**config.mk**
```make
export PLATFORM = sky130hd
export DESIGN_NAME = iwc_top
export DESIGN_NICKNAME = d
export VERILOG_FILES = /design/src/design/iwc_pkg.sv /design/src/design/iwc_clk_if.sv /design/src/design/iwc_clk_gate.sv /design/src/design/iwc_top.sv
export SDC_FILE = /design/constraint.sdc
export NUM_CORES = 1
export LEC_CHECK = 0
export BUFFER_PORTS_ARGS = -buffer_cell sky130_fd_sc_hd__buf_4
export CAP_MARGIN = 0
export CORE_UTILIZATION = 45
export CTS_BUF_LIST = sky130_fd_sc_hd__clkbuf_16
export CTS_CLUSTER_SIZE = 20
export DETAILED_ROUTE_END_ITERATION = 12
export GPL_TIMING_DRIVEN = 1
export MAX_ROUTING_LAYER = met4
export PLACE_DENSITY = 0.82
export SLEW_MARGIN = 20
export SYNTH_ARGS = -nofsm -noshare
export SYNTH_HDL_FRONTEND = slang
export SYNTH_SLANG_ARGS = --single-unit
```
**constraint.sdc**
```tcl
create_clock -name core_clk -period 2.27 [get_ports core_clk]
set_clock_uncertainty 0.05 [all_clocks]
set_input_delay 0.1135 -clock core_clk [delete_from_list [all_inputs] [get_ports core_clk]]
set_output_delay 0.1135 -clock core_clk [all_outputs]
set_load 0.05 [all_outputs]
```
**src/design/iwc_pkg.sv**
```systemverilog
// Shared constants of the idle wake-up controller: register map, fields,
// reset values, clock-enable indices and the controller state type.
// Assumes a 32-bit AHB-Lite register bus with word-aligned registers.
package iwc_pkg;

  // Register byte offsets.
  localparam logic [7:0] OFS_CTRL   = 8'h00;
  localparam logic [7:0] OFS_MODE   = 8'h04;
  localparam logic [7:0] OFS_CLKSRC = 8'h08;
  localparam logic [7:0] OFS_STATUS = 8'h0c;

  // Power-save control fields.
  localparam int CTRL_STANDBY_REQ = 0;
  localparam int CTRL_PIN_NMI_MSK = 1;
  localparam int CTRL_WDT_NMI_MSK = 2;
  localparam int CTRL_MASKABLE_MSK = 3;
  localparam int CTRL_W = 4;
  localparam logic [3:0] CTRL_RST = 4'h0;

  // Power-save mode field.
  localparam int MODE_STANDBY_SEL = 0;
  localparam logic MODE_RST = 1'b0;

  // Clock-source selections of the peripherals that may run while idle.
  localparam int SRC_SECOND_16BIT_TIMER_WATCH   = 0;
  localparam int SRC_WATCH_MAIN   = 1;
  localparam int SRC_BYTE_PIN     = 2;  // Two bits, one per byte timer.
  localparam int SRC_BYTE_CMP     = 4;  // Two bits, one per byte timer.
  localparam int SRC_INTV_DIV2048 = 6;
  localparam int SRC_WDT2_DIV8    = 7;
  localparam int SRC_CSI_EXT      = 8;  // Two bits, one per serial port.
  localparam int SRC_ASYNC_PIN    = 10;
  localparam int SRC_SUBCLK_USED  = 11;
  localparam int SRC_W = 12;
  localparam logic [11:0] SRC_RST = 12'h000;

  // Status fields.
  localparam int STS_IDLE     = 0;
  localparam int STS_BY_NMI   = 1;
  localparam int STS_BY_MASK  = 2;
  localparam int STS_ACKED    = 3;
  localparam int STS_BRANCHED = 4;
  localparam int STS_NEXT     = 5;
  localparam int STS_W = 6;
  localparam logic [5:0] STS_RST = 6'h00;

  // Clock-enable vector indices.
  localparam int EN_CPU = 0;
  localparam int EN_INTC = 1;
  localparam int EN_FIRST_16BIT_TIMER = 2;
  localparam int EN_SECOND_16BIT_TIMER = 3;
  localparam int EN_BYTE0 = 4;   // Byte timers at 4 and 5.
  localparam int EN_INTV0 = 6;
  localparam int EN_INTV1 = 7;
  localparam int EN_WATCH = 8;
  localparam int EN_WDT1 = 9;
  localparam int EN_WDT2 = 10;
  localparam int EN_CSI0 = 11;   // Clocked serial ports at 11 and 12.
  localparam int EN_ASYNC0 = 13;
  localparam int EN_CSIA = 14;
  localparam int EN_TWI = 15;
  localparam int EN_OTHER = 16;  // All other main-clock peripherals.
  localparam int EN_W = 17;

  localparam int PRIO_W = 3;

  typedef enum logic [2:0] {
    ST_NORMAL = 3'b001,
    ST_IDLE   = 3'b010,
    ST_WAKE   = 3'b100
  } iwc_state_t;

endpackage

```
**src/design/iwc_clk_if.sv**
```systemverilog
// Carrier between the controller and its clock-gate module.
// Assumes both ends run on the same core clock.
`timescale 1ns/1ns
interface iwc_clk_if;
  import iwc_pkg::*;
  logic              idle;
  logic [SRC_W-1:0]  src_cfg;
  logic [EN_W-1:0]   clk_en;
  modport ctrl (output idle, output src_cfg, input clk_en);
  modport gate (input idle, input src_cfg, output clk_en);
endinterface

```
**src/design/iwc_clk_gate.sv**
```systemverilog
// Clock-enable decision for every unit while the device is idle.
// Assumes its idle and source settings come from registers of the caller.
`timescale 1ns/1ns
module iwc_clk_gate
  import iwc_pkg::*;
(
  // Control side.
  iwc_clk_if.gate cg
);

  logic sub;
  logic second_16bit_timer_run;
  logic watch_run;

  // Outside idle everything runs; inside idle only qualified units run.
  assign sub = cg.src_cfg[SRC_SUBCLK_USED];
  assign watch_run = sub | cg.src_cfg[SRC_WATCH_MAIN];
  assign second_16bit_timer_run = cg.src_cfg[SRC_SECOND_16BIT_TIMER_WATCH] & watch_run;

  // Fixed units: stopped in idle, or conditioned on their clock source.
  assign cg.clk_en[EN_CPU]   = ~cg.idle;
  assign cg.clk_en[EN_INTC]  = ~cg.idle;
  assign cg.clk_en[EN_FIRST_16BIT_TIMER]  = ~cg.idle;
  assign cg.clk_en[EN_SECOND_16BIT_TIMER]  = ~cg.idle | second_16bit_timer_run;
  assign cg.clk_en[EN_INTV0] = ~cg.idle;
  assign cg.clk_en[EN_INTV1] = ~cg.idle |
                               cg.src_cfg[SRC_INTV_DIV2048];
  assign cg.clk_en[EN_WATCH] = ~cg.idle | watch_run;
  assign cg.clk_en[EN_WDT1]  = ~cg.idle;
  assign cg.clk_en[EN_WDT2]  = ~cg.idle | sub |
                               cg.src_cfg[SRC_WDT2_DIV8];
  assign cg.clk_en[EN_ASYNC0] = ~cg.idle |
                                cg.src_cfg[SRC_ASYNC_PIN];
  assign cg.clk_en[EN_CSIA]  = ~cg.idle;
  assign cg.clk_en[EN_TWI]   = ~cg.idle;
  assign cg.clk_en[EN_OTHER] = ~cg.idle;

  // Paired units: byte timers and clocked serial ports.
  // A byte timer on the compare source only runs if its source timer runs.
  genvar m;
  generate
    for (m = 0; m < 2; m = m + 1) begin : g_pair
      assign cg.clk_en[EN_BYTE0+m] = ~cg.idle |
        cg.src_cfg[SRC_BYTE_PIN+m] |
        (cg.src_cfg[SRC_BYTE_CMP+m] & second_16bit_timer_run);
      assign cg.clk_en[EN_CSI0+m] = ~cg.idle |
        cg.src_cfg[SRC_CSI_EXT+m];
    end
  endgenerate

endmodule

```
**src/design/iwc_top.sv**
```systemverilog
// Idle-mode wake-up controller: register file, idle state machine, wake
// decision and reset forwarding.
// Assumes an AHB-Lite master, a CPU that reports its interrupt enable and
// the priority in service, and an interrupt controller that keeps pending
// requests until it acknowledges them.
//
// Notes on behaviour
// - Standby request written with select bit zero in normal mode enters idle.
// - In idle the main oscillator runs; CPU and main-clock units stop.
// - Wake on NMIs, unmasked requests, or any reset but first watchdog.
// - After release normal operation resumes at once, no stabilisation wait.
// - Any unmasked request ends idle, whatever its priority.
// - In a handler, a lower-priority request only wakes, no acknowledge.
// - Such an unacknowledged request stays pending in the controller.
// - Higher-priority request with interrupts on, or non-maskable one, wakes and is acknowledged.
// - Release by a non-maskable request branches to its handler.
// - Maskable release with interrupts on branches or continues by priority.
// - Maskable release with interrupts off continues at the next instruction.
// - A class with its wake mask bit at one is ignored in idle.
// - A reset that ends idle runs the ordinary reset sequence.
// - Second 16-bit timer runs in idle only on watch-timer interrupt source.
// - Byte timers run in idle only from pin or compare interrupt.
// - Second interval timer runs in idle only on divide-by-2048 source.
// - Watch timer runs in idle on main clock, or always with subclock.
// - Second watchdog runs on divide-by-8 or subclock; first one stops.
// - Clocked serial ports run in idle only on external shift clock.
// - First async port runs in idle only on external baud clock.
`timescale 1ns/1ns
module iwc_top
  import iwc_pkg::*;
(
  // Clock and reset.
  input  wire logic              core_clk,
  input  wire logic              reset,
  // AHB-Lite slave.
  input  wire logic              hsel,
  input  wire logic [31:0]       haddr,
  input  wire logic [1:0]        htrans,
  input  wire logic              hwrite,
  input  wire logic [2:0]        hsize,
  input  wire logic [31:0]       hwdata,
  input  wire logic              hready,
  output logic                   hreadyout,
  output logic                   hresp,
  output logic [31:0]            hrdata,
  // Wake sources.
  input  wire logic              nmi_pin,
  input  wire logic              wdt_nmi_req,
  input  wire logic              maskable_req,
  input  wire logic [PRIO_W-1:0] req_prio,
  // CPU state.
  input  wire logic              int_enable,
  input  wire logic              in_service,
  input  wire logic [PRIO_W-1:0] svc_prio,
  // Reset sources.
  input  wire logic              reset_pin,
  input  wire logic              internal_reset_req,
  input  wire logic              first_watchdog_reset,
  // Results.
  output logic [EN_W-1:0]        clk_en,
  output logic                   main_osc_en,
  output logic                   idle_active,
  output logic                   wake_ack,
  output logic                   resume_branch,
  output logic                   resume_next,
  output logic                   system_reset_req
);

  iwc_clk_if cif ();

  // Pin synchronisers: three stages, a change counts once 2 and 3 agree.
  logic [2:0] nmi_sync_reg;
  logic [2:0] nmi_sync_next;
  logic [2:0] rst_sync_reg;
  logic [2:0] rst_sync_next;
  logic       nmi_flt_reg;
  logic       nmi_flt_next;
  logic       rst_flt_reg;
  logic       rst_flt_next;

  always_comb begin
    nmi_sync_next = {nmi_sync_reg[1:0], nmi_pin};
    rst_sync_next = {rst_sync_reg[1:0], reset_pin};
    nmi_flt_next = nmi_flt_reg;
    rst_flt_next = rst_flt_reg;
    if (nmi_sync_reg[1] == nmi_sync_reg[2]) begin
      nmi_flt_next = nmi_sync_reg[2];
    end
    if (rst_sync_reg[1] == rst_sync_reg[2]) begin
      rst_flt_next = rst_sync_reg[2];
    end
  end

  always_ff @(posedge core_clk) begin
    if (reset) begin
      nmi_sync_reg <= 3'h0;
      rst_sync_reg <= 3'h0;
      nmi_flt_reg <= 1'b0;
      rst_flt_reg <= 1'b0;
    end else begin
      nmi_sync_reg <= nmi_sync_next;
      rst_sync_reg <= rst_sync_next;
      nmi_flt_reg <= nmi_flt_next;
      rst_flt_reg <= rst_flt_next;
    end
  end

  // Bus data-phase bookkeeping and register file.
  logic               wr_pend_reg;
  logic               wr_pend_next;
  logic [7:0]         wr_addr_reg;
  logic [7:0]         wr_addr_next;
  logic [CTRL_W-1:0]  power_save_ctrl_reg;
  logic [CTRL_W-1:0]  power_save_ctrl_next;
  logic               power_save_mode_reg;
  logic               power_save_mode_next;
  logic [SRC_W-1:0]   clk_src_reg;
  logic [SRC_W-1:0]   clk_src_next;
  logic [31:0]        rdata_reg;
  logic [31:0]        rdata_next;
  logic [STS_W-1:0]   status_reg;
  logic               addr_phase;
  logic               enter_req;
  iwc_state_t         state_reg;
  iwc_state_t         state_next;

  assign addr_phase = hsel & htrans[1] & hready;

  // Read data is sampled at the address phase so it stands for the whole
  // data phase; the price is that a read right behind a write to the same
  // register sees the old value.
  always_comb begin
    wr_pend_next = addr_phase & hwrite;
    wr_addr_next = addr_phase ? {haddr[7:2], 2'b00} : wr_addr_reg;
    power_save_ctrl_next = power_save_ctrl_reg;
    power_save_mode_next = power_save_mode_reg;
    clk_src_next = clk_src_reg;
    rdata_next = rdata_reg;
    enter_req = 1'b0;
    if (wr_pend_reg) begin
      case (wr_addr_reg)
        OFS_CTRL: begin
          power_save_ctrl_next = hwdata[CTRL_W-1:0];
          // Standby request is a strobe; the idle state holds its effect.
          power_save_ctrl_next[CTRL_STANDBY_REQ] = 1'b0;
          enter_req = hwdata[CTRL_STANDBY_REQ] &
                      ~power_save_mode_reg &
                      (state_reg == ST_NORMAL);
        end
        OFS_MODE: power_save_mode_next = hwdata[MODE_STANDBY_SEL];
        OFS_CLKSRC: clk_src_next = hwdata[SRC_W-1:0];
        default: ;
      endcase
    end
    if (addr_phase & ~hwrite) begin
      case ({haddr[7:2], 2'b00})
        OFS_CTRL: rdata_next = {28'h0000000, power_save_ctrl_reg};
        OFS_MODE: rdata_next = {31'h00000000, power_save_mode_reg};
        OFS_CLKSRC: rdata_next = {20'h00000, clk_src_reg};
        OFS_STATUS: rdata_next = {26'h0000000, status_reg};
        default: rdata_next = 32'h00000000;
      endcase
    end
  end

  always_ff @(posedge core_clk) begin
    if (reset) begin
      wr_pend_reg <= 1'b0;
      wr_addr_reg <= 8'h00;
      power_save_ctrl_reg <= CTRL_RST;
      power_save_mode_reg <= MODE_RST;
      clk_src_reg <= SRC_RST;
      rdata_reg <= 32'h00000000;
    end else begin
      wr_pend_reg <= wr_pend_next;
      wr_addr_reg <= wr_addr_next;
      power_save_ctrl_reg <= power_save_ctrl_next;
      power_save_mode_reg <= power_save_mode_next;
      clk_src_reg <= clk_src_next;
      rdata_reg <= rdata_next;
    end
  end

  // Zero-wait slave, always OKAY.
  assign hreadyout = 1'b1;
  assign hresp = 1'b0;
  assign hrdata = rdata_reg;

  // Wake decision. Masked classes count for nothing in idle.
  logic nmi_wake;
  logic mask_wake;
  logic higher;
  logic take_ack;

  always_comb begin
    nmi_wake = (nmi_flt_reg &
                ~power_save_ctrl_reg[CTRL_PIN_NMI_MSK]) |
               (wdt_nmi_req &
                ~power_save_ctrl_reg[CTRL_WDT_NMI_MSK]);
    mask_wake = maskable_req &
                ~power_save_ctrl_reg[CTRL_MASKABLE_MSK];
    // A smaller number is the higher priority.
    higher = ~in_service | (req_prio < svc_prio);
    // Non-maskable always taken; maskable only if enabled and higher.
    take_ack = nmi_wake | (mask_wake & int_enable & higher);
  end

  // Idle state machine and release results.
  logic               ack_reg;
  logic               ack_next;
  logic               branch_reg;
  logic               branch_next;
  logic               next_reg;
  logic               next_next;
  logic [STS_W-1:0]   status_next;
  logic               sysrst_reg;
  logic               sysrst_next;
  logic               rst_src;

  always_comb begin
    state_next = state_reg;
    ack_next = 1'b0;
    branch_next = 1'b0;
    next_next = 1'b0;
    status_next = status_reg;
    status_next[STS_IDLE] = 1'b0;
    // Any reset source but the first watchdog; that one is stopped in idle
    // and is honoured outside it like any other reset.
    rst_src = rst_flt_reg | internal_reset_req |
              (first_watchdog_reset & (state_reg != ST_IDLE));
    // The same reset request is raised in and out of idle.
    sysrst_next = rst_src;
    case (state_reg)
      ST_NORMAL: begin
        if (enter_req & ~rst_src) begin
          state_next = ST_IDLE;
        end
      end
      ST_IDLE: begin
        status_next[STS_IDLE] = 1'b1;
        if (rst_src) begin
          state_next = ST_NORMAL;
        end else if (nmi_wake | mask_wake) begin
          // Priority never blocks the wake itself.
          state_next = ST_WAKE;
          status_next[STS_BY_NMI] = nmi_wake;
          status_next[STS_BY_MASK] = ~nmi_wake;
          status_next[STS_ACKED] = take_ack;
          status_next[STS_BRANCHED] = take_ack;
          status_next[STS_NEXT] = ~take_ack;
          // Acknowledge only a request that wins; a losing one is left
          // pending in the interrupt controller untouched.
          ack_next = take_ack;
          // NMI or winning maskable branches to its handler.
          branch_next = take_ack;
          // Disabled or lower priority continues with the next instruction.
          next_next = ~take_ack;
        end
      end
      ST_WAKE: begin
        // Main oscillator never stopped, so release takes one cycle.
        state_next = ST_NORMAL;
      end
      default: state_next = ST_NORMAL;
    endcase
  end

  always_ff @(posedge core_clk) begin
    if (reset) begin
      state_reg <= ST_NORMAL;
      ack_reg <= 1'b0;
      branch_reg <= 1'b0;
      next_reg <= 1'b0;
      status_reg <= STS_RST;
      sysrst_reg <= 1'b0;
    end else begin
      state_reg <= state_next;
      ack_reg <= ack_next;
      branch_reg <= branch_next;
      next_reg <= next_next;
      status_reg <= status_next;
      sysrst_reg <= sysrst_next;
    end
  end

  // Clock gating of the units that may keep running while idle.
  assign cif.idle = (state_reg == ST_IDLE);
  assign cif.src_cfg = clk_src_reg;

  iwc_clk_gate u_gate (
    .cg (cif.gate)
  );

  // Outputs. The main oscillator is never stopped by this block.
  assign clk_en = cif.clk_en;
  assign main_osc_en = 1'b1;
  assign idle_active = (state_reg == ST_IDLE);
  assign wake_ack = ack_reg;
  assign resume_branch = branch_reg;
  assign resume_next = next_reg;
  assign system_reset_req = sysrst_reg;

endmodule

```
==> results.cfg, run 1 <==
[detailed_routing]
drt-total-wl_mm = 4.90
via_per_inst = 4.85
dr_total_vias = 1920
postRouteAntennaNets = 0
drtIter0Drc = 85
wl_per_cell_um = 12.4
drc = 0
firstDrtPassIters = 4

[logic_synthesis]
syn_avg_cell_area_um2 = 9.34
synth_xor_xnor_area_share = 0
syn_area_um2 = 2460
ys_seq_elements = 54
yosys_warnings = 0
synth-compound-area-share = 0.0947
synth_top_family_by_area = simple AND/OR/NAND/NOR gates
synth_edf_count = 0
ys_types = 40
synthSimpleGateAreaFrac = 0.212
synth_ff_type = dfxtp_1
synth_fa_ha_area_frac = 0.0102
yosysSeqAreaShare = 0.440
synthArstFlopShare = 0
yosys-mux-area-fraction = 0.115
syn_inst = 263

[clocking]
h-tree-depth = 2
cts_buffers = 5
insertion_delay_ns = 0.29
holdBufCountCts = 2
root_buffer = clkbuf_16
cts_tree = yes
ctsResizeCount = 0
clock_path_buffers = 2
cts.sinks = 54
post_cts_buffers = 0
clk_pin_slew_ns = 0.06

[grt]
grt_antenna_before_repair = 0
grt_pass1_vias = 1709
grt_overflow = 0
grt_pass1_wl_mm = 7.55
grt_start_max_net_pins = 55
grt_usage = 0.181

[sta]
fin_setup_tns_ns = 0
fin_ws_ns = 0.420
maxSlewViolCount = 0
hold_viol = 0
setup_violations = 0
rsz0062_at_grt = false
fin_crit_sh = 0.815
tightest_slew_ns = 0.544
period_minus_slack_ns = 1.85
fmax_mhz = 541
whs_ns = 0.0138
slew_headroom = 0.637

[outcome]
outcome = finished, final reports clean

[critical_path]
path_buf_inv = 2
regToRegSetupSlack_ns = 0.59
end_kind = primary output
start_kind = register
crit_chain = nor3b_4, inv_1, or3_1, buf_4
arrival_ns = 1.69
cp_max_fo = 15
crit_family = simple AND/OR/NAND/NOR gates
critPathMaxStageDelay_ns = 0.40
path_class = reg -> out
required_ns = 2.11
worst_path_max_delay_cell = or3_1

[finish]
multi_input_area_um2 = 1150
final_common_cell = buf_4
fillers = 468
drive_gt1_frac = 0.273
fin_nets = 415
layout_common_cells = buf_4, dfxtp_1, nor2_1, mux2i_1, conb_1
postLayoutCoreUtil = 0.590
n_antenna_cell = 0
regArea_um2 = 1080
area_growth_pct = 24.2

[hold_path]
min_path_type = in -> reg

[floorplan]
die-area_um2 = 5760
die_h_um = 75.9
num_io_pins = 145
die-width_um = 75.9
initial_core_util = 0.475
row_count = 26
core_um2 = 5170

[pwr]
power_density_nw_per_um2 = 618
fin_total_pwr_uw = 1890
clock_power_share = 0.377
vdd_drop_max_mv = 0.333
p_seq_frac = 0.510
p_int_uw = 1420
power_leakage_uw = 0.00131
switching_share = 0.245
pwr-share-comb = 0.113
power.switching_uw = 462

[placement]
place_ws_ns = 0.598
io_buffer_count = 71
hpwl_mm = 3.61
gp_congestion = 0.749

[run]
drv_cap = 0
==> layout make-up <==
type | count | area share
Tap cell | 70 | 0.0287
Clock buffer | 5 | 0.0410
Timing Repair Buffer | 76 | 0.189
Sequential cell | 54 | 0.354
Inverter | 6 | 0.00738
Clock inverter | 3 | 0.00410
Multi-Input combinational cell | 182 | 0.376
==> metal layers <==
| layer | vias to the layer above | track usage | routed length [um] |
|---|---|---|---|
| met4 | 0 | 0.0473 | 30 |
| met2 | 68 | 0.310 | 2440 |
| li1 | 970 | - | - |
| met3 | 3 | 0.0397 | 254 |
| met5 | - | - | 0 |
| met1 | 879 | 0.216 | 2180 |
==> cell families (layout without fill, tap and decap cells) <==
kind of cell               count (synthesis)  after routing
muxes                                     28             28
buffers and inverters                     48             90
and+or+nand+nor                           93             93
DFF                                       54             54
AOI/OAI and AO/OA                         36             36
other                                      2             23
adders and majority gates                  2              2
==> worst paths after layout <==
| path | start | endpoint | cells after the start |
|---|---|---|---|
| max reg2reg | wr_addr_reg[4] | state_reg[0] | 4 |
| max | state_reg[0] | clk_en[8] | 4 |
| min reg2reg | rst_sync_reg[0] | rst_sync_reg[1] | 1 |
| min | hwdata[4] | cif.src_cfg[4] | 3 |
==> per-stage QoR <==
stage,cells,instance area [um2]
3_5_place_dp,386,2900
3_3_place_gp,386,2900
6_report,396,3050
5_1_grt,396,3050
4_1_cts,396,3050
2_1_floorplan,284,2540
==> power groups by stage <==
stage	registers (uW)	logic [uW]	clock network, uW
after CTS	963	213	722
after detailed placement	984	209	0
after global routing	964	230	763
after global placement	984	207	0
final	963	213	711
after floorplan	987	173	0
==> worst reg2reg max path: stages (launching register included) <==
cell	delay, ns
dfxtp_1	0.32
nor4_2	0.36
nand3_1	0.29
or2_2	0.39
a21o_1	0.18
==> synth_stat cells, types with 2 or more instances <==
master | instances | area share
a211o_1 | 2 | 0.0071
a211oi_1 | 2 | 0.0061
a21oi_1 | 9 | 0.018
a22oi_1 | 12 | 0.037
buf_2 | 2 | 0.0041
buf_4 | 31 | 0.095
clkbuf_1 | 8 | 0.012
conb_1 | 2 | 0.0031
dfxtp_1 | 54 | 0.44
ha_1 | 2 | 0.010
inv_1 | 6 | 0.0092
mux2_2 | 2 | 0.0092
mux2i_1 | 26 | 0.11
nand2_1 | 9 | 0.014
nand2b_1 | 2 | 0.0051
nand3_1 | 5 | 0.010
nand4b_1 | 3 | 0.011
nor2_1 | 41 | 0.063
nor2b_1 | 9 | 0.023
nor3_1 | 3 | 0.0061
nor3b_1 | 2 | 0.0061
nor4b_1 | 2 | 0.0071
o21ai_0 | 7 | 0.014
or2b_1 | 5 | 0.015
or3_1 | 2 | 0.0051
No activity file was read; power rests on OpenSTA's default activity.
==> inputs of run 2 (changes only) <==
--- a/config.mk
+++ b/config.mk
@@ -7,13 +7,13 @@
 export LEC_CHECK = 0
 export BUFFER_PORTS_ARGS = -buffer_cell sky130_fd_sc_hd__buf_4
 export CAP_MARGIN = 0
-export CORE_UTILIZATION = 45
+export CORE_UTILIZATION = 39
 export CTS_BUF_LIST = sky130_fd_sc_hd__clkbuf_16
 export CTS_CLUSTER_SIZE = 20
 export DETAILED_ROUTE_END_ITERATION = 12
 export GPL_TIMING_DRIVEN = 1
 export MAX_ROUTING_LAYER = met4
-export PLACE_DENSITY = 0.82
+export PLACE_DENSITY = 0.76
 export SLEW_MARGIN = 20
 export SYNTH_ARGS = -nofsm -noshare
 export SYNTH_HDL_FRONTEND = slang
==> constraint.sdc (replaced) <==
create_clock -name core_clk -period 1.63 [get_ports core_clk]
set_clock_uncertainty 0.05 [all_clocks]
set_input_delay 0.0815 -clock core_clk [delete_from_list [all_inputs] [get_ports core_clk]]
set_output_delay 0.0815 -clock core_clk [all_outputs]
set_load 0.05 [all_outputs]
==> run 2 against run 1 <==
Compared with the run above: routed wire length is 6.0% higher; critical endpoint is now clk_en[3]; combinational power is 57% higher; the run now ends with setup timing left; power is 51% higher; hold slack worse by 0.014 ns; worst setup slack worse by 0.43 ns.
==> results.cfg, run 2 (synthesized netlist as in run 1, its figures left out) <==
[pwr]
p_int_uw = 2180
vdd_drop_max_mv = 0.533
power_leakage_uw = 0.00148
p_seq_frac = 0.472
pwr-share-comb = 0.118
clock_power_share = 0.410
power.switching_uw = 667
power_density_nw_per_um2 = 833
switching_share = 0.235

[placement]
io_buffer_count = 71
dpl_cell_area_um2 = 2950
hpwl_mm = 3.78
gp_congestion = 0.779
placed_cells = 396

[critical_path]
start_kind = register
end_kind = primary output
worstReg2RegStart = state_reg[0]
cp_max_fo = 3
critPathMaxStageDelay_ns = 0.33
path_class = reg -> out
cpMostUsedCell = buf_6
crit_chain = nor3b_4, buf_6, buf_6, or2b_1, buf_6
arrival_ns = 1.51
worst_path_max_delay_cell = dfxtp_2
critPathLaunch = state_reg[0]
required_ns = 1.50

[floorplan]
num_io_pins = 145
core_um2 = 5990
initial_core_util = 0.410
die_h_um = 81.4
die-area_um2 = 6620
row_count = 28
die-width_um = 81.4

[sta]
fin_setup_tns_ns = -0.0165
rsz0062_at_grt = true
hold_viol = 0
slew_headroom = 0.618
period_minus_slack_ns = 1.64
maxSlewViolCount = 0
fin_ws_ns = -0.0115
tightest_slew_ns = 0.574
setup_violations = 2
whs_ns = 0.0000859
fin_crit_sh = 1.01
fmax_mhz = 609

[finish]
n_antenna_cell = 0
final_common_cell = buf_4
fin_cells = 423
stdcell_area_um2 = 3410
drive_gt1_frac = 0.316
fin_nets = 437
layout_common_cells = buf_4, dfxtp_1, nor2_1, mux2i_1, conb_1
area_growth_pct = 38.8

[clocking]
cts_buffers = 5
root_buffer = clkbuf_16
clock_path_buffers = 2
h-tree-depth = 2
cts_tree = yes
cts.sinks = 54
clk_pin_slew_ns = 0.06
insertion_delay_ns = 0.29

[hold_path]
min_path_type = in -> reg
min_from = haddr[6]

[grt]
grt_overflow = 0
grt_pass1_vias = 1842
grt_pass1_wl_mm = 8.10
grt_usage = 0.167
grt_antenna_before_repair = 0
grt_start_max_net_pins = 55

[detailed_routing]
drc = 0
postRouteAntennaNets = 0
drtIter0Drc = 89
dr_total_vias = 2027
wl_per_cell_um = 12.3
firstDrtPassIters = 4
drt-total-wl_mm = 5.19
via_per_inst = 4.79

[outcome]
outcome = finished with violations
failed_checks = setup timing

[run]
drv_cap = 0
[run 2: changes by cell type in the layout (fill, tap and decap cells not counted), sizes merged]
cell	change
dlygate4sd3	+13
inv	-1
bufinv	+1
buf	+9
[run 2: what timing repair did]
action	CTS	global route
resized for setup	13	22
hold endpoints to repair	16	0
buffers inserted	4	1
pin swaps	2	5
hold buffers	15	0
endpoints found under the setup margin	13	33
[run 2: final cells by class]
class,count,area (um2)
clock buffer,5,125
inverter,6,22.5
tap,75,93.8
sequential,54,1090
multi-input combinational,182,1180
clock inverter,3,40.0
timing repair buffer,98,868
fill,521,2580
[run 2: path summary, 6_finish.rpt]
| check | depth (start not counted) | slack [ns] | end |
|---|---|---|---|
| hold / removal | 3 | 0.00009 | wr_addr_reg[6] |
| setup / recovery | 5 | -0.01 | clk_en[3] |
| setup reg to reg | 5 | -0.01 | status_reg[4] |
| hold reg to reg | 1 | 0.39 | nmi_sync_reg[1] |
[run 2: per-layer routing]
| metal | vias up | part of all wire | track usage |
|---|---|---|---|
| met5 | - | 0 | - |
| met4 | 0 | 0.015 | 0.0696 |
| met3 | 8 | 0.058 | 0.0337 |
| met2 | 71 | 0.50 | 0.288 |
| met1 | 936 | 0.42 | 0.187 |
| li1 | 1012 | - | - |
[run 2: per-stage QoR]
step	worst slack, ns	power [uW]	utilization
floorplan	-0.680	1620	-
global placement	0.0516	1670	0.493
detailed placement	0.0255	1670	0.493
CTS	-0.00691	2850	0.558
global route	-0.0762	2950	0.570
finish	-0.0115	2840	0.570
[run 2: power by group through the flow]
stage / combinational (uW) / sequential (uW) / clock [uW]
3_5_place_dp: 299 / 1370 / 0
3_3_place_gp: 296 / 1370 / 0
6_report: 335 / 1340 / 1170
4_1_cts: 327 / 1340 / 1190
5_1_grt: 359 / 1340 / 1250
2_1_floorplan: 241 / 1370 / 0
[run 2: critical path, delay by kind of cell (launching register included)]
kind / cells / cell delay, ns
and+or+nand+nor: 2 / 0.50
buffers and inverters: 3 / 0.39
DFF: 1 / 0.33
